**src/hw/dxt_pkg.sv**
```systemverilog
// Constants, field layouts and state types of the execution-phase transfer block.
// Assumes a 50 MHz controller clock and a 32-bit Avalon-MM register bus.
package dxt_pkg;
  // Clock period and request gap timing
  localparam int CLK_NS = 20;
  localparam int GAP_NS = 350;
  localparam int GAP_CYC = (GAP_NS + CLK_NS - 1) / CLK_NS;
  localparam int GAP_W = 6;
  // Drop time of the request; the pin synchronisers make it three cycles
  localparam int DROP_NS = 50;
  localparam int DROP_CYC = (DROP_NS / CLK_NS < 1) ? 1 : DROP_NS / CLK_NS;
  // FIFO shape and trigger level
  localparam int FIFO_DEPTH = 16;
  localparam int TRIG_W = 4;
  localparam logic [3:0] TRIG_DIS = 4'hf;
  // Register byte offsets
  localparam int ADR_W = 5;
  localparam logic [4:0] OFS_CTRL = 5'h00;
  localparam logic [4:0] OFS_CMD = 5'h04;
  localparam logic [4:0] OFS_STAT = 5'h08;
  localparam logic [4:0] OFS_DATA = 5'h0c;
  localparam logic [4:0] OFS_RES = 5'h10;
  // Control register fields
  localparam int CTL_FIFO_EN = 0;
  localparam int CTL_BURST = 1;
  localparam int CTL_DMA_GATE = 2;
  localparam int CTL_NON_DMA = 3;
  localparam int CTL_ALT = 4;
  localparam int CTL_TRIG_LSB = 8;
  // Command register fields
  localparam int CMD_DIR = 0;
  localparam int CMD_NSEC_LSB = 8;
  localparam int NSEC_W = 8;
  localparam int CMD_LEN_LSB = 16;
  localparam int LEN_W = 16;
  localparam logic [7:0] NSEC_LAST = 8'h01;
  localparam logic [7:0] NSEC_RST = 8'h01;
  localparam logic [15:0] LEN_RST = 16'h0200;
  // Main status fields
  localparam int ST_BUSY = 4;
  localparam int ST_NDMA = 5;
  localparam int ST_DIO = 6;
  localparam int ST_RQM = 7;
  localparam int ST_OVR = 8;
  localparam int ST_UND = 9;
  localparam int ST_TC = 10;
  localparam int ST_CNT_LSB = 16;
  // Result word fields
  localparam int RES_OVR = 0;
  localparam int RES_UND = 1;
  localparam int RES_TC = 2;
  // Execution phase states
  typedef enum logic [3:0] {
    EX_IDLE = 4'b0001,
    EX_XFER = 4'b0010,
    EX_FLUSH = 4'b0100,
    EX_RESULT = 4'b1000
  } dxt_exec_t;
  // Service request states
  typedef enum logic [2:0] {
    RQ_OFF = 3'b001,
    RQ_ON = 3'b010,
    RQ_GAP = 3'b100
  } dxt_req_t;
endpackage : dxt_pkg

```
**src/hw/dxt_fifo_if.sv**
```systemverilog
// Storage port between the transfer controller and its FIFO memory.
// Assumes one clock; the memory answers one edge after the read address.
`timescale 1ns/1ps
interface dxt_fifo_if #(parameter int AW = 4, parameter int DW = 8);
  logic ce; // Clock enable
  logic we; // Write strobe
  logic [AW-1:0] waddr; // Write address
  logic [DW-1:0] wdata; // Write data
  logic [AW-1:0] raddr; // Read address for next edge
  logic [DW-1:0] rdata; // Registered read data
  modport ctrl (output ce, we, waddr, wdata, raddr, input rdata);
  modport mem (input ce, we, waddr, wdata, raddr, output rdata);
endinterface : dxt_fifo_if

```
**src/hw/dxt_exec_xfer.sv**
```systemverilog
// Execution-phase data transfer of the disk controller: FIFO, DMA and interrupt requests.
// Assumes ISA strobes arrive asynchronously and the disk side runs on i_ref_clk.
// What this block does
// - FIFO off: request per byte, drop on acknowledge.
// - Acknowledge with AEN selects FIFO, address ignored.
// - Terminal count ends transfer, only acknowledge low.
// - Legacy mode: single byte, request drops between.
// - Alternate mode: level 0Fh, reassert acknowledge high.
// - Read: request at occupancy 16 minus level.
// - Read: request after sector end below level.
// - Read burst: hold request until FIFO empty.
// - Read non-burst: drop per byte, 350 ns gap.
// - Write: request while occupancy not above level.
// - Write burst: hold request until FIFO full.
// - Write non-burst: drop per byte, 350 ns gap.
// - Write: last sector byte drops request.
// - Acknowledge pulse drops request, counts a byte.
// - Held acknowledge: strobe end counts a byte.
// - Service timeout ends execution; host drains sector.
// - Underrun pads sector with last byte, then ends.
// - End interrupt; first result read clears it.
// - Non-DMA: interrupt replaces request, status bits.
// - After last byte: status 7,6 set, 5 clear.
// - Four-bit level; reset disables FIFO, level zero.
// - Mode picks burst; non-burst gap 350 ns.
//
// Our own choices: the Avalon-MM register port and the address map.
`timescale 1ns/1ps
module dxt_exec_xfer #(
  parameter int DEPTH = dxt_pkg::FIFO_DEPTH, // FIFO depth in bytes
  parameter int GAP = dxt_pkg::GAP_CYC // Non-burst gap in cycles
)(
  input wire logic i_ref_clk, // Controller clock
  input wire logic i_reset, // Synchronous reset, high
  input wire logic i_ce, // Clock enable, freezes all state
  input wire logic [dxt_pkg::ADR_W-1:0] i_avs_address, // Register byte address
  input wire logic i_avs_read, // Register read
  input wire logic i_avs_write, // Register write
  input wire logic [31:0] i_avs_writedata, // Register write data
  output logic [31:0] o_avs_readdata, // Register read data
  output logic o_avs_waitrequest, // Bus stall
  input wire logic i_dack_n, // DMA acknowledge, low
  input wire logic i_aen, // Address enable of DMA cycles
  input wire logic i_tc, // Terminal count, high
  input wire logic i_rd_n, // Read strobe, low
  input wire logic i_wr_n, // Write strobe, low
  input wire logic [7:0] i_isa_d, // Data bus in
  output logic [7:0] o_isa_d, // Data bus out
  output logic o_isa_d_oe, // Data bus drive enable
  output logic o_drq, // DMA request
  output logic o_irq, // Interrupt request
  input wire logic i_dsk_valid, // Disk byte arrives (read)
  input wire logic [7:0] i_dsk_data, // Disk byte
  input wire logic i_dsk_take, // Disk takes a byte (write)
  output logic [7:0] o_dsk_data // Byte for the disk
);
  import dxt_pkg::*;

  localparam int AW = $clog2(DEPTH);
  localparam int CW = AW + 1;
  localparam logic [CW-1:0] FULL_C = CW'(DEPTH);
  localparam logic [GAP_W-1:0] GAP_END = GAP_W'(GAP - 1);

  // The trigger arithmetic assumes a four-bit level over a 16-byte FIFO
  if (DEPTH != (1 << TRIG_W)) begin : g_depth_chk
    $error("DEPTH must equal 16");
  end
  if (GAP < 1 || GAP > (1 << GAP_W)) begin : g_gap_chk
    $error("GAP out of range");
  end

  // Pointer step, shared by head and tail
  function automatic logic [AW-1:0] f_inc(input logic [AW-1:0] p);
    return p + 1'b1;
  endfunction : f_inc

  // Last byte of a sector on a counter
  function automatic logic f_last(input logic [LEN_W-1:0] cnt, input logic [LEN_W-1:0] len);
    return cnt == len - 1'b1;
  endfunction : f_last

  // Pin synchronisers; first stages feed only second stages
  logic [1:0] dack_n_s, rd_n_s, wr_n_s, tc_s, aen_s;
  logic [7:0] dat_s0, dat_s1;
  logic dack_n_q, rd_n_q, wr_n_q; // Second stage one edge late

  // Software control
  logic fifo_en_reg, burst_reg, dma_gate_reg, non_dma_reg, alt_reg;
  logic [TRIG_W-1:0] trig_reg;
  logic dir_rd_reg; // Disk to host
  logic [NSEC_W-1:0] nsec_reg, secs_left_reg;
  logic [LEN_W-1:0] len_reg, in_cnt_reg, out_cnt_reg;

  // Execution and request state
  dxt_exec_t ex_reg, ex_next;
  dxt_req_t rq_reg;
  logic sess_reg; // Non-burst session still open
  logic [GAP_W-1:0] gap_reg;
  logic strobe_seen_reg; // Strobe seen under this acknowledge
  logic in_done_reg, ovr_reg, und_reg, tc_reg, end_irq_reg;

  // FIFO bookkeeping
  logic [AW-1:0] head_reg, tail_reg, head_next;
  logic [CW-1:0] cnt_reg;
  logic [7:0] isa_d_reg, dsk_q_reg;

  // Bus slave
  logic ack_reg;
  logic [31:0] rdata_reg;

  dxt_fifo_if #(.AW(AW), .DW(8)) fifo_bus ();

  dxt_fifo_mem #(.AW(AW), .DW(8)) u_mem (
    .i_ref_clk(i_ref_clk),
    .fifo(fifo_bus.mem)
  );

  // Pin edges and selects
  wire dack_lo = ~dack_n_s[1];
  wire dack_fall = dack_n_q & ~dack_n_s[1];
  wire dack_rise = ~dack_n_q & dack_n_s[1];
  wire rd_end = ~rd_n_q & rd_n_s[1];
  wire wr_end = ~wr_n_q & wr_n_s[1];
  wire cs_dma = dack_lo & aen_s[1];

  wire dma_on = dma_gate_reg & ~non_dma_reg;
  wire xfer = ex_reg == EX_XFER;
  wire flush = ex_reg == EX_FLUSH;
  wire empty = cnt_reg == '0;
  wire full = cnt_reg == FULL_C;

  // Bus handshake: one wait cycle, then the access is taken
  wire av_req = i_avs_read | i_avs_write;
  wire av_rd_acc = i_avs_read & ack_reg;
  wire av_wr_acc = i_avs_write & ack_reg;
  wire hit_data = i_avs_address == OFS_DATA;
  wire start = av_wr_acc & (i_avs_address == OFS_CMD) & (ex_reg == EX_IDLE);
  wire res_rd = av_rd_acc & (i_avs_address == OFS_RES);

  // acknowledged strobe or pulse, or the decoded data register, moves a byte
  wire host_xfer = xfer & ~dma_on & hit_data & (dir_rd_reg ? av_rd_acc : av_wr_acc);
  wire dma_xfer = xfer & dma_on & ((cs_dma & (dir_rd_reg ? rd_end : wr_end))
                                   | (dack_rise & aen_s[1] & ~strobe_seen_reg));
  wire byte_done = dma_xfer | host_xfer;

  // Disk side events
  wire dsk_in = dir_rd_reg & i_dsk_valid & (xfer | flush);
  wire dsk_out = ~dir_rd_reg & i_dsk_take & (xfer | flush);
  wire push = dir_rd_reg ? (dsk_in & xfer & ~full) : (byte_done & ~full & ~in_done_reg);
  wire pop = dir_rd_reg ? (byte_done & ~empty) : (dsk_out & xfer & ~empty);
  wire overrun = dsk_in & xfer & full;
  wire underrun = dsk_out & xfer & empty;
  wire tc_hit = xfer & dma_on & tc_s[1] & dack_lo;

  // Sector accounting
  wire in_ev = dir_rd_reg ? dsk_in : push;
  wire in_last = in_ev & f_last(in_cnt_reg, len_reg);
  wire out_last = dsk_out & f_last(out_cnt_reg, len_reg);
  wire sec_done = xfer ? (dir_rd_reg ? (in_done_reg & empty) : out_last)
                       : (flush & (dir_rd_reg ? (in_done_reg | in_last) : out_last));
  wire final_sec = (secs_left_reg == NSEC_LAST) | ovr_reg | und_reg | tc_reg | flush | underrun;
  wire next_sec = sec_done & ~final_sec;
  wire enter_res = (ex_next == EX_RESULT) & (ex_reg != EX_RESULT);
  wire clr = start | enter_res;

  wire [TRIG_W-1:0] thr = fifo_en_reg ? trig_reg : TRIG_DIS;
  wire [CW-1:0] thr_ext = CW'(thr);
  wire burst = fifo_en_reg & burst_reg;
  wire alt_nf = alt_reg & ~fifo_en_reg & dma_on;
  wire trig_hit = dir_rd_reg ? ((cnt_reg >= FULL_C - thr_ext) | (in_done_reg & ~empty))
                             : ((cnt_reg <= thr_ext) & ~in_done_reg);
  wire stop = dir_rd_reg ? empty : (full | in_done_reg);
  wire go = ~stop & (trig_hit | sess_reg);
  wire rq_on = rq_reg == RQ_ON;

  // Synchronise pins; strobes idle high
  always_ff @(posedge i_ref_clk) begin
    if (i_reset) begin
      dack_n_s <= 2'h3;
      rd_n_s <= 2'h3;
      wr_n_s <= 2'h3;
      tc_s <= 2'h0;
      aen_s <= 2'h0;
      dat_s0 <= 8'h00;
      dat_s1 <= 8'h00;
      dack_n_q <= 1'b1;
      rd_n_q <= 1'b1;
      wr_n_q <= 1'b1;
    end else if (i_ce) begin
      dack_n_s <= {dack_n_s[0], i_dack_n};
      rd_n_s <= {rd_n_s[0], i_rd_n};
      wr_n_s <= {wr_n_s[0], i_wr_n};
      tc_s <= {tc_s[0], i_tc};
      aen_s <= {aen_s[0], i_aen};
      dat_s0 <= i_isa_d;
      dat_s1 <= dat_s0;
      dack_n_q <= dack_n_s[1];
      rd_n_q <= rd_n_s[1];
      wr_n_q <= wr_n_s[1];
    end
  end

  // Control register; reset disables FIFO
  always_ff @(posedge i_ref_clk) begin
    if (i_reset) begin
      fifo_en_reg <= 1'b0;
      burst_reg <= 1'b0;
      dma_gate_reg <= 1'b0;
      non_dma_reg <= 1'b0;
      alt_reg <= 1'b0;
      trig_reg <= '0;
    end else if (i_ce && av_wr_acc && i_avs_address == OFS_CTRL) begin
      fifo_en_reg <= i_avs_writedata[CTL_FIFO_EN];
      burst_reg <= i_avs_writedata[CTL_BURST];
      dma_gate_reg <= i_avs_writedata[CTL_DMA_GATE];
      non_dma_reg <= i_avs_writedata[CTL_NON_DMA];
      alt_reg <= i_avs_writedata[CTL_ALT];
      trig_reg <= i_avs_writedata[CTL_TRIG_LSB +: TRIG_W];
    end
  end

  // Command latched only from idle; later writes are ignored
  always_ff @(posedge i_ref_clk) begin
    if (i_reset) begin
      dir_rd_reg <= 1'b0;
      nsec_reg <= NSEC_RST;
      len_reg <= LEN_RST;
    end else if (i_ce && start) begin
      dir_rd_reg <= i_avs_writedata[CMD_DIR];
      nsec_reg <= i_avs_writedata[CMD_NSEC_LSB +: NSEC_W];
      len_reg <= i_avs_writedata[CMD_LEN_LSB +: LEN_W];
    end
  end

  // Execution phase sequence
  always_comb begin
    ex_next = ex_reg;
    case (ex_reg)
      EX_IDLE: begin
        if (start) ex_next = EX_XFER;
      end
      EX_XFER: begin
        if (sec_done && final_sec) ex_next = EX_RESULT;
        else if (underrun || tc_hit) ex_next = EX_FLUSH;
      end
      EX_FLUSH: begin
        if (sec_done) ex_next = EX_RESULT;
      end
      EX_RESULT: begin
        if (res_rd) ex_next = EX_IDLE;
      end
      default: ex_next = EX_IDLE;
    endcase
  end

  always_ff @(posedge i_ref_clk) begin
    if (i_reset) ex_reg <= EX_IDLE;
    else if (i_ce) ex_reg <= ex_next;
  end

  // Sector counters; a new sector reopens the write request
  always_ff @(posedge i_ref_clk) begin
    if (i_reset) begin
      in_cnt_reg <= '0;
      out_cnt_reg <= '0;
      in_done_reg <= 1'b0;
      secs_left_reg <= NSEC_RST;
    end else if (i_ce) begin
      if (start) begin
        in_cnt_reg <= '0;
        out_cnt_reg <= '0;
        in_done_reg <= 1'b0;
        secs_left_reg <= i_avs_writedata[CMD_NSEC_LSB +: NSEC_W];
      end else if (next_sec) begin
        in_cnt_reg <= '0;
        out_cnt_reg <= '0;
        in_done_reg <= 1'b0;
        secs_left_reg <= secs_left_reg - 1'b1;
      end else begin
        if (in_ev) in_cnt_reg <= in_cnt_reg + 1'b1;
        if (dsk_out) out_cnt_reg <= out_cnt_reg + 1'b1;
        if (in_last) in_done_reg <= 1'b1;
      end
    end
  end

  // Error and count flags, cleared at command start
  always_ff @(posedge i_ref_clk) begin
    if (i_reset) begin
      ovr_reg <= 1'b0;
      und_reg <= 1'b0;
      tc_reg <= 1'b0;
    end else if (i_ce) begin
      if (start) begin
        ovr_reg <= 1'b0;
        und_reg <= 1'b0;
        tc_reg <= 1'b0;
      end else begin
        if (overrun) ovr_reg <= 1'b1;
        if (underrun) und_reg <= 1'b1;
        if (tc_hit) tc_reg <= 1'b1;
      end
    end
  end

  always_ff @(posedge i_ref_clk) begin
    if (i_reset) end_irq_reg <= 1'b0;
    else if (i_ce) begin
      if (enter_res) end_irq_reg <= 1'b1;
      else if (res_rd) end_irq_reg <= 1'b0;
    end
  end

  // FIFO pointers and count; emptied at start and at result
  assign head_next = clr ? '0 : (pop ? f_inc(head_reg) : head_reg);
  always_ff @(posedge i_ref_clk) begin
    if (i_reset) begin
      head_reg <= '0;
      tail_reg <= '0;
      cnt_reg <= '0;
    end else if (i_ce) begin
      head_reg <= head_next;
      if (clr) begin
        tail_reg <= '0;
        cnt_reg <= '0;
      end else begin
        if (push) tail_reg <= f_inc(tail_reg);
        if (push && !pop) cnt_reg <= cnt_reg + 1'b1;
        else if (pop && !push) cnt_reg <= cnt_reg - 1'b1;
      end
    end
  end

  assign fifo_bus.ce = i_ce;
  assign fifo_bus.we = push & ~clr;
  assign fifo_bus.waddr = tail_reg;
  assign fifo_bus.wdata = dir_rd_reg ? i_dsk_data : (dma_on ? dat_s1 : i_avs_writedata[7:0]);
  assign fifo_bus.raddr = head_next;

  // Output bytes; the disk byte holds on underrun, which pads the sector
  always_ff @(posedge i_ref_clk) begin
    if (i_reset) begin
      isa_d_reg <= 8'h00;
      dsk_q_reg <= 8'h00;
    end else if (i_ce) begin
      isa_d_reg <= fifo_bus.rdata;
      if (pop && !dir_rd_reg) dsk_q_reg <= fifo_bus.rdata;
    end
  end

  // Strobe memory under one acknowledge, for strobeless pulses
  always_ff @(posedge i_ref_clk) begin
    if (i_reset) strobe_seen_reg <= 1'b0;
    else if (i_ce) begin
      if (dack_fall) strobe_seen_reg <= 1'b0;
      else if (cs_dma && (rd_end || wr_end)) strobe_seen_reg <= 1'b1;
    end
  end

  // Service request; idle until execution
  always_ff @(posedge i_ref_clk) begin
    if (i_reset) begin
      rq_reg <= RQ_OFF;
      gap_reg <= '0;
    end else if (i_ce) begin
      case (rq_reg)
        RQ_OFF: begin
          gap_reg <= '0;
          if (byte_done && !burst && !alt_nf) rq_reg <= RQ_GAP;
          else if (xfer && go && !(dma_on && dack_lo)) rq_reg <= RQ_ON;
        end
        RQ_ON: begin
          if (!xfer || stop || (!dir_rd_reg && in_last)) rq_reg <= RQ_OFF;
          else if (byte_done && !burst) rq_reg <= alt_nf ? RQ_OFF : RQ_GAP;
          else if (dma_on && dack_fall && !burst) rq_reg <= RQ_OFF;
        end
        RQ_GAP: begin
          if (gap_reg == GAP_END || !xfer) rq_reg <= RQ_OFF;
          gap_reg <= gap_reg + 1'b1;
        end
        default: rq_reg <= RQ_OFF;
      endcase
    end
  end

  // Session keeps a non-burst service running below threshold
  always_ff @(posedge i_ref_clk) begin
    if (i_reset) sess_reg <= 1'b0;
    else if (i_ce) begin
      if (!xfer || stop) sess_reg <= 1'b0;
      else if (rq_on) sess_reg <= 1'b1;
    end
  end

  // Bus slave: read data latched in the wait cycle
  always_ff @(posedge i_ref_clk) begin
    if (i_reset) begin
      ack_reg <= 1'b0;
      rdata_reg <= 32'h0;
    end else if (i_ce) begin
      ack_reg <= av_req & ~ack_reg;
      if (i_avs_read && !ack_reg) begin
        rdata_reg <= 32'h0;
        case (i_avs_address)
          OFS_CTRL: begin
            rdata_reg[CTL_FIFO_EN] <= fifo_en_reg;
            rdata_reg[CTL_BURST] <= burst_reg;
            rdata_reg[CTL_DMA_GATE] <= dma_gate_reg;
            rdata_reg[CTL_NON_DMA] <= non_dma_reg;
            rdata_reg[CTL_ALT] <= alt_reg;
            rdata_reg[CTL_TRIG_LSB +: TRIG_W] <= trig_reg;
          end
          OFS_CMD: begin
            rdata_reg[CMD_DIR] <= dir_rd_reg;
            rdata_reg[CMD_NSEC_LSB +: NSEC_W] <= nsec_reg;
            rdata_reg[CMD_LEN_LSB +: LEN_W] <= len_reg;
          end
          OFS_STAT: begin
            rdata_reg[ST_RQM] <= (ex_reg == EX_IDLE) | (ex_reg == EX_RESULT) | (xfer & ~dma_on & rq_on);
            rdata_reg[ST_DIO] <= (ex_reg == EX_RESULT) | (xfer & dir_rd_reg);
            rdata_reg[ST_NDMA] <= xfer & ~dma_on;
            rdata_reg[ST_BUSY] <= ex_reg != EX_IDLE;
            rdata_reg[ST_OVR] <= ovr_reg;
            rdata_reg[ST_UND] <= und_reg;
            rdata_reg[ST_TC] <= tc_reg;
            rdata_reg[ST_CNT_LSB +: CW] <= cnt_reg;
          end
          OFS_DATA: rdata_reg[7:0] <= fifo_bus.rdata;
          OFS_RES: begin
            rdata_reg[RES_OVR] <= ovr_reg;
            rdata_reg[RES_UND] <= und_reg;
            rdata_reg[RES_TC] <= tc_reg;
          end
          default: rdata_reg <= 32'h0;
        endcase
      end
    end
  end

  assign o_avs_waitrequest = av_req & ~ack_reg;
  assign o_avs_readdata = rdata_reg;
  assign o_isa_d = isa_d_reg;
  assign o_isa_d_oe = xfer & dma_on & dir_rd_reg & cs_dma & ~rd_n_s[1];
  assign o_dsk_data = dsk_q_reg;
  assign o_drq = dma_on & rq_on;
  assign o_irq = (~dma_on & xfer & rq_on) | end_irq_reg;
endmodule : dxt_exec_xfer

```
**src/hw/dxt_fifo_mem.sv**
```systemverilog
// Byte store of the transfer FIFO with registered read data.
// Assumes the controller drives the next head address, so data never lags.
`timescale 1ns/1ps
module dxt_fifo_mem #(
  parameter int AW = 4, // Address width
  parameter int DW = 8 // Data width
)(
  input wire logic i_ref_clk, // Controller clock
  dxt_fifo_if.mem fifo // Storage port
);
  logic [DW-1:0] mem_reg [2**AW]; // Byte cells
  logic [DW-1:0] q_reg; // Read data register

  // Store a byte
  always_ff @(posedge i_ref_clk) begin
    if (fifo.ce && fifo.we) begin
      mem_reg[fifo.waddr] <= fifo.wdata;
    end
  end

  // Read with bypass, so a byte written to the head shows at once
  always_ff @(posedge i_ref_clk) begin
    if (fifo.ce) begin
      q_reg <= (fifo.we && fifo.waddr == fifo.raddr) ? fifo.wdata : mem_reg[fifo.raddr];
    end
  end

  assign fifo.rdata = q_reg;
endmodule : dxt_fifo_mem

```
**config.mk**
```make
export PLATFORM = sky130hd
export DESIGN_NAME = dxt_exec_xfer
export DESIGN_NICKNAME = d
export VERILOG_FILES = /design/src/hw/dxt_pkg.sv /design/src/hw/dxt_fifo_if.sv /design/src/hw/dxt_exec_xfer.sv /design/src/hw/dxt_fifo_mem.sv
export SDC_FILE = /design/constraint.sdc
export NUM_CORES = 1
export LEC_CHECK = 0
export BUFFER_PORTS_ARGS = -buffer_cell sky130_fd_sc_hd__buf_2
export CORE_MARGIN = 5
export CORE_UTILIZATION = 35
export CTS_CLUSTER_SIZE = 16
export DETAILED_ROUTE_END_ITERATION = 16
export SETUP_SLACK_MARGIN = 0.02
export SYNTH_ARGS = -nofsm -noshare
export SYNTH_HDL_FRONTEND = slang
export SYNTH_HIERARCHICAL = 1
export SYNTH_SLANG_ARGS = --single-unit
```
**constraint.sdc**
```tcl
create_clock -name i_ref_clk -period 5.5 [get_ports i_ref_clk]
set_clock_uncertainty 0.15 [all_clocks]
set_input_delay 1.1 -clock i_ref_clk [delete_from_list [all_inputs] [get_ports i_ref_clk]]
set_output_delay 1.1 -clock i_ref_clk [all_outputs]
set_load 0.05 [all_outputs]
```
Yosys cells after proc, flatten, opt, wreduce, memory -nomap -nowiden
Memory sizes are Yosys's and may differ from the RTL's. A register that Yosys moved wholly into a read port is not among the register bits.
Index checks and enable logic that the tools add are counted.
{"block": "totals", "reg_bits": 185, "mem_bits_rw": 128, "in_bits": 65, "out_inout_bits": 52, "elab_cells": 295, "n_memories": 1}
{"block": "op_classes", "n_addsub": 10, "order_cmp": 2, "n_eq_ne": 22, "n_mux": 70, "bitwise": 89, "n_reduce_logical": 62}
{"memory": "u_mem.mem_reg", "words": 16, "word_bits": 8, "read_ports": 1, "rd_clocked_by_memory_dff": 1, "wr": 1, "line": "dxt_fifo_mem.sv:11", "source": "logic [DW-1:0] mem_reg [2**AW];"}
{"op": "two-way mux 16 bit", "n": 6}
{"op": "AND 1 bit", "n": 54}
{"op": "two-way mux 4 bit", "n": 11}
{"op": "adder 16 x 1 -> 16 bit, second input constant", "n": 2}
{"op": "equality test 16 bit", "n": 2}
{"op": "two-way mux 8 bit", "n": 4}
{"op": "AND reduction 2 bit", "n": 15}
{"op": "two-way mux 1 bit", "n": 27}
{"op": "two-way mux 3 bit", "n": 7}
{"op": "logical AND 1 bit", "n": 18}
{"op": "OR 1 bit", "n": 18}
{"op": "one-hot mux 3 bit (3 select lines)", "n": 2}
{"op": "nonzero test 2 bit", "n": 9}
{"op": "inverter 1 bit", "n": 17}
{"op": "one-hot mux 4 bit (4 select lines)", "n": 1}
{"op": "subtractor 16 x 1 -> 16 bit, second input constant", "n": 1}
{"op": "two-way mux 5 bit", "n": 3}
{"op": "one-hot mux 6 bit (2 select lines)", "n": 1}
{"op": "nonzero test 3 bit", "n": 4}
{"op": "two-way mux 11 bit", "n": 1}
{"op": "equality test 5 x 4 -> 1 bit, second input constant", "n": 2}
{"op": "equality test 5 bit, second input constant", "n": 2}
{"op": "logical NOT 5 bit", "n": 2}
{"op": "one-hot mux 5 bit (2 select lines)", "n": 1}
{"op": "30 further kinds", "n": 45}

Logic depth before layout (Yosys ltp)
{"block": "logic_depth", "depth_word": 27, "mapped_depth": 20, "ltp_nobuf": 15}

By module
Netlist, hierarchy kept.
{"mod": "dxt_exec_xfer", "n_inst": 1, "cells_each": 1255, "area_each_um2": 10028.4, "seq_area_each_um2": 3703.6}
{"mod": "dxt_fifo_mem", "n_inst": 1, "cells_each": 245, "area_each_um2": 5461.5, "seq_area_each_um2": 4083.9}

Worst setup path before layout
No wires, ideal clock.
{"block": "synth_path", "path_kind": "reg2reg", "startpoint": "register len_reg[0]", "endpoint": "register u_mem.q_reg[5] (netlist: u_mem/fifo.rdata[5]), read port of u_mem.mem_reg (data pin)", "setup_time_ps": 260, "arrival_time_ps": 4488, "required_time_ps": 5090, "path_slack_ps": 603, "stages_incl_launch_ff": 21, "n_path_buf": 5, "synth_period_minus_slack_ps": 4897, "cell_sequence": "dfxtp_1 -> buf_2 -> inv_1 -> ha_1 -> clkbuf_1 -> or4b_2 -> nor3_1 -> xor2_1 -> xnor2_1 -> and3_1 -> and4bb_2 -> o21ai_1 -> clkbuf_1 -> nand2_1 -> nor2_1 -> buf_6 -> buf_6 -> mux4_1 -> mux2i_1 -> mux2i_1 -> mux2_2"}
{"block": "synth_via", "elab_chain_len": 14, "elab_cells_between_ends": 18, "classes_between": "add/sub (1); eq/ne (3); mux (7); bitwise (6); reduce/logical (1)"}
{"element": "from (decl)", "line": "dxt_exec_xfer.sv:92", "source": "logic [LEN_W-1:0] len_reg, in_cnt_reg, out_cnt_reg;"}
{"element": "from (signal assigned)", "line": "dxt_exec_xfer.sv:231", "source": "len_reg <= i_avs_writedata[CMD_LEN_LSB +: LEN_W];"}
{"element": "subtractor 16 x 1 -> 16 bit *", "line": "dxt_exec_xfer.sv:79", "source": "return cnt == len - 1'b1;"}
{"element": "equality test 16 bit", "line": "dxt_exec_xfer.sv:79"}
{"element": "AND 1 bit", "line": "dxt_exec_xfer.sv:157", "source": "wire in_last = in_ev & f_last(in_cnt_reg, len_reg);"}
{"element": "OR 1 bit", "line": "dxt_exec_xfer.sv:160", "source": ": (flush & (dir_rd_reg ? (in_done_reg | in_last) : out_last));"}
{"element": "two-way mux 1 bit", "line": "dxt_exec_xfer.sv:160"}
{"element": "AND 1 bit", "line": "dxt_exec_xfer.sv:160"}
{"element": "two-way mux 1 bit *", "line": "dxt_exec_xfer.sv:159", "source": "wire sec_done = xfer ? (dir_rd_reg ? (in_done_reg & empty) : out_last)"}
{"element": "logical AND 1 bit", "line": "dxt_exec_xfer.sv:243", "source": "if (sec_done && final_sec) ex_next = EX_RESULT;"}
{"element": "two-way mux 4 bit", "line": "dxt_exec_xfer.sv:243"}
{"element": "one-hot mux 4 bit (4 select lines) *", "line": "dxt_exec_xfer.sv:238", "source": "case (ex_reg)"}
{"element": "equality test 4 bit *", "line": "dxt_exec_xfer.sv:163", "source": "wire enter_res = (ex_next == EX_RESULT) & (ex_reg != EX_RESULT);"}
{"element": "AND 1 bit *", "line": "dxt_exec_xfer.sv:163"}
{"element": "OR 1 bit *", "line": "dxt_exec_xfer.sv:164", "source": "wire clr = start | enter_res;"}
{"element": "two-way mux 4 bit *", "line": "dxt_exec_xfer.sv:315", "source": "assign head_next = clr ? '0 : (pop ? f_inc(head_reg) : head_reg);"}
{"element": "named net fifo_bus.raddr[0]", "line": "dxt_fifo_if.sv:9", "source": "logic [AW-1:0] raddr;"}
{"element": "to (decl)", "line": "dxt_fifo_mem.sv:12", "source": "logic [DW-1:0] q_reg;"}
Mark *: on every way through the listed nets, which the timed path passes. The rest lies on a longest branch.
A chain may end at the register's enable or synchronous reset.

Worst setup path after layout
{"block": "layout_path", "startpoint": "register len_reg[0]", "endpoint": "register u_mem.q_reg[6] (netlist: u_mem/fifo.rdata[6]), read port of u_mem.mem_reg (data pin)"}
The elaborated chain is that of the path after synthesis.

==> results.py <==
metrics = {
    "outcome": {
        "status": "complete, no violations",
    },
    "sta": {
        "hold_viol": 0,
        "worst_slew_pin_slew_ns": 1.05,
        "fin_setup_tns_ns": 0,
        "fmax_ghz": 0.194,
        "slew_headroom": 0.294,
        "fin_crit_ns": 5.16,
        "rsz0062_at_grt": "no",
        "setup_ws_ns": 0.337,
        "setup_viol": 0,
        "drv_slew": 0,
        "timing.final.crit_share": 0.939,
    },
    "cells_and_area": {
        "nFillCells": 4267,
        "seq_area_mm2": 0.00779,
        "layout-drive-gt1-share": 0.180,
        "largest_register_ffs": 128,
        "antennaDiodeCount": 0,
        "final_nets": 1709,
        "synthToLayoutAreaGrowth_pct": 17.1,
        "final_common_cell": "dfxtp_1",
        "multi_input_area_mm2": 0.00720,
        "final_cell_mix": "dfxtp_1, nand2_1, nor2_1",
    },
    "drt": {
        "wl_mm": 45.9,
        "via_per_inst": 5.45,
        "wl_met3_mm": 2.71,
        "wl_per_cell_um": 20.5,
        "antenna_left": 0,
        "dr_total_vias": 12200,
        "highest_layer": "met4",
        "drt_iter0_drc": 1026,
        "firstDrtPassIters": 6,
        "wl_met1_mm": 20.4,
        "drcViolationCount": 0,
        "met2_wirelength_mm": 21.9,
    },
    "clocking": {
        "cts_tree": "yes",
        "cts_buffer_depth": 3,
        "cts.reportedPaths.clkPinSlew_ns": 0.06,
        "clock_latency_ns": 0.54,
        "cts_sinks": 321,
        "cts_made_buffers": 35,
        "root_buffer": "clkbuf_16",
        "cts.htree.levels": 2,
        "cts_setup_buffers": 0,
    },
    "power_and_ir_drop": {
        "netSwitchingPower_mw": 1.17,
        "p_per_area_mw_per_mm2": 281,
        "pwr-share-comb": 0.045,
        "seqPwrFrac": 0.494,
        "irDropWorstVdd_v": 0.000295,
        "swShare": 0.228,
        "clkPwrFrac": 0.461,
        "power_mw": 5.11,
        "intPower_mw": 3.94,
        "leakage_nw": 6.64,
    },
    "floorplan": {
        "die_w_um": 220,
        "die-area_mm2": 0.0486,
        "start_util": 0.352,
        "ios": 117,
        "die_h_um": 220,
        "coreArea_mm2": 0.0440,
        "num_rows": 77,
    },
    "critical_path": {
        "path_class": "register to register",
        "cp-start-kind": "register",
        "startpoint": "len_reg[0]",
        "cp_common_cell": "mux2i_1",
        "critical_path.max_stage_delay_ns": 0.64,
        "cp_cell_sequence": "or4_4 > or4b_1 > xor2_1 > o2111ai_1 > or4_1 > o31ai_4 > o21ai_1 > nand2_1 > nor2_4 > buf_4 > mux4_1 > mux2i_1 > mux2i_1 > mux2_2",
        "crit_required_ns": 5.64,
        "worstReg2RegStart": "len_reg[0]",
        "cp-end-kind": "register",
        "endpoint": "u_mem/fifo.rdata[6]",
        "reg2reg_slack_ns": 0.34,
        "rr_endpoint": "u_mem/fifo.rdata[6]",
        "cpMaxStageDelayCell": "or4b_1",
        "cp_data_arrival_time_ns": 5.30,
        "crit_fanout": 15,
        "rr_worst_depth": 14,
    },
    "synth": {
        "synth_edf_count": 136,
        "synthesis.nets": 1587,
        "ys_warn_count": 6,
        "synth_area_leaders": "edfxtp_1, dfxtp_1, mux2i_1",
        "syn_area_per_cell_um2": 10.3,
        "async_reset_ff_frac": 0,
        "synthDominantCellAreaShare": 0.264,
        "synth_top_cell_by_area": "edfxtp_1",
        "ys.flop_type": "dfxtp_1",
        "synth.cell_area_mm2": 0.0155,
        "ys_ff_latch": 321,
        "syn_inst": 1500,
        "yosysUniqueCellTypes": 86,
        "ys_seq_area_frac": 0.503,
    },
    "grt": {
        "grt_usage": 0.183,
        "antenna_found_initial": 0,
        "overflow": 0,
        "grt_pass1_wl_mm": 69.7,
        "grt_max_degree": 57,
        "grt_pass1_vias": 11800,
    },
    "place": {
        "port_buffers": 116,
        "globalplace.congestion": 0.896,
        "dpl_worst_slack_ns": -0.238,
        "dp_hpwl_mm": 32.3,
    },
    "run": {
        "drv_cap": 0,
    },
    "worst_hold_path": {
        "hp-class": "register to register",
    },
}
## critical path, delay by kind of cell, from the launching register on
kind	cells	cell delay (ns)
flops	1	0.35
simple gates	5	2.28
xor+xnor	1	0.18
compound gates	3	0.60
buf+inv	1	0.28
mux	4	1.08
## synthesized netlist by cell type (all sizes together), types with 5 or more instances
master	n
o211ai	12
clkbuf	89
o21a	5
a21o	7
xor2	23
xnor2	41
mux4	32
a211oi	11
dfxtp	185
nor2	159
ha	21
nor2b	20
and3	29
inv	31
mux2	15
nor3b	6
buf	18
mux2i	92
nor4	16
o21ai	44
a221oi	13
a21oi	73
nand3	51
nand2	163
nand2b	13
nor4b	5
a31oi	11
o32ai	6
nand4	35
nor3	38
or4	5
o31ai	7
and2	13
edfxtp	136
o2111ai	7
## power by group through the flow
stage | sequential, mW | clock [mW] | combinational (mW)
2_1_floorplan | 2.60 | 0 | 0.103
3_3_place_gp | 2.57 | 0 | 0.226
3_5_place_dp | 2.57 | 0 | 0.227
4_1_cts | 2.52 | 2.41 | 0.228
5_1_grt | 2.52 | 2.53 | 0.246
6_report | 2.52 | 2.36 | 0.228
## stage by stage
step | instances | utilization | instance area [µm²] | hold WS, ns
finish | 2240 | 0.412 | 18100 | 0.298
global route | 2240 | 0.412 | 18100 | 0.323
CTS | 2238 | 0.412 | 18100 | 0.301
detailed placement | 2175 | 0.385 | 17000 | 0.293
global placement | 2175 | 0.385 | 17000 | 0.288
floorplan | 1500 | - | 15500 | 0.283
## worst min path at each step
stage	start	end	slack, ns	depth (start not counted)
final	o_avs_readdata[12]	o_avs_readdata[12]	0.30	2
after global routing	o_avs_readdata[12]	o_avs_readdata[12]	0.32	2
after CTS	o_avs_readdata[31]	o_avs_readdata[31]	0.30	2
after detailed placement	o_avs_readdata[31]	o_avs_readdata[31]	0.29	2
after global placement	o_avs_readdata[31]	o_avs_readdata[31]	0.29	2
after floorplan	nsec_reg[1]	nsec_reg[1]	0.28	2
## layer usage
metal / GRT usage / up-vias
met3: 0.0316 / 54
met1: 0.252 / 6026
met5: 0 / -
li1: - / 5745
met2: 0.302 / 389
met4: 0.0429 / 0
## layout make-up
cell class | instances | area share
Timing Repair Buffer | 190 | 0.0629
Tap cell | 592 | 0.0408
Multi-Input combinational cell | 1042 | 0.397
Inverter | 32 | 0.00662
Sequential cell | 321 | 0.429
Clock inverter | 12 | 0.00855
Clock buffer | 51 | 0.0550
## what timing repair did
item / in CTS / in global routing
resized for setup: 1 / 1
cloned: 0 / 2
hold buffers: 0 / 0
setup endpoints to repair: 1 / 8
pin swaps: 0 / 2
## cells by family (layout without fill, tap and decap cells)
| kind of cell | count (synthesis) | count (layout) | synth area share |
|---|---|---|---|
| simple gates | 573 | 575 | 0.177 |
| flops | 321 | 321 | 0.503 |
| compound gates | 242 | 242 | 0.107 |
| mux | 139 | 139 | 0.122 |
| buf+inv | 139 | 285 | 0.0364 |
| xor+xnor | 64 | 64 | 0.0362 |
| fa+ha+maj | 22 | 22 | 0.0183 |
Note: power is estimated with default switching activity, not from simulation.
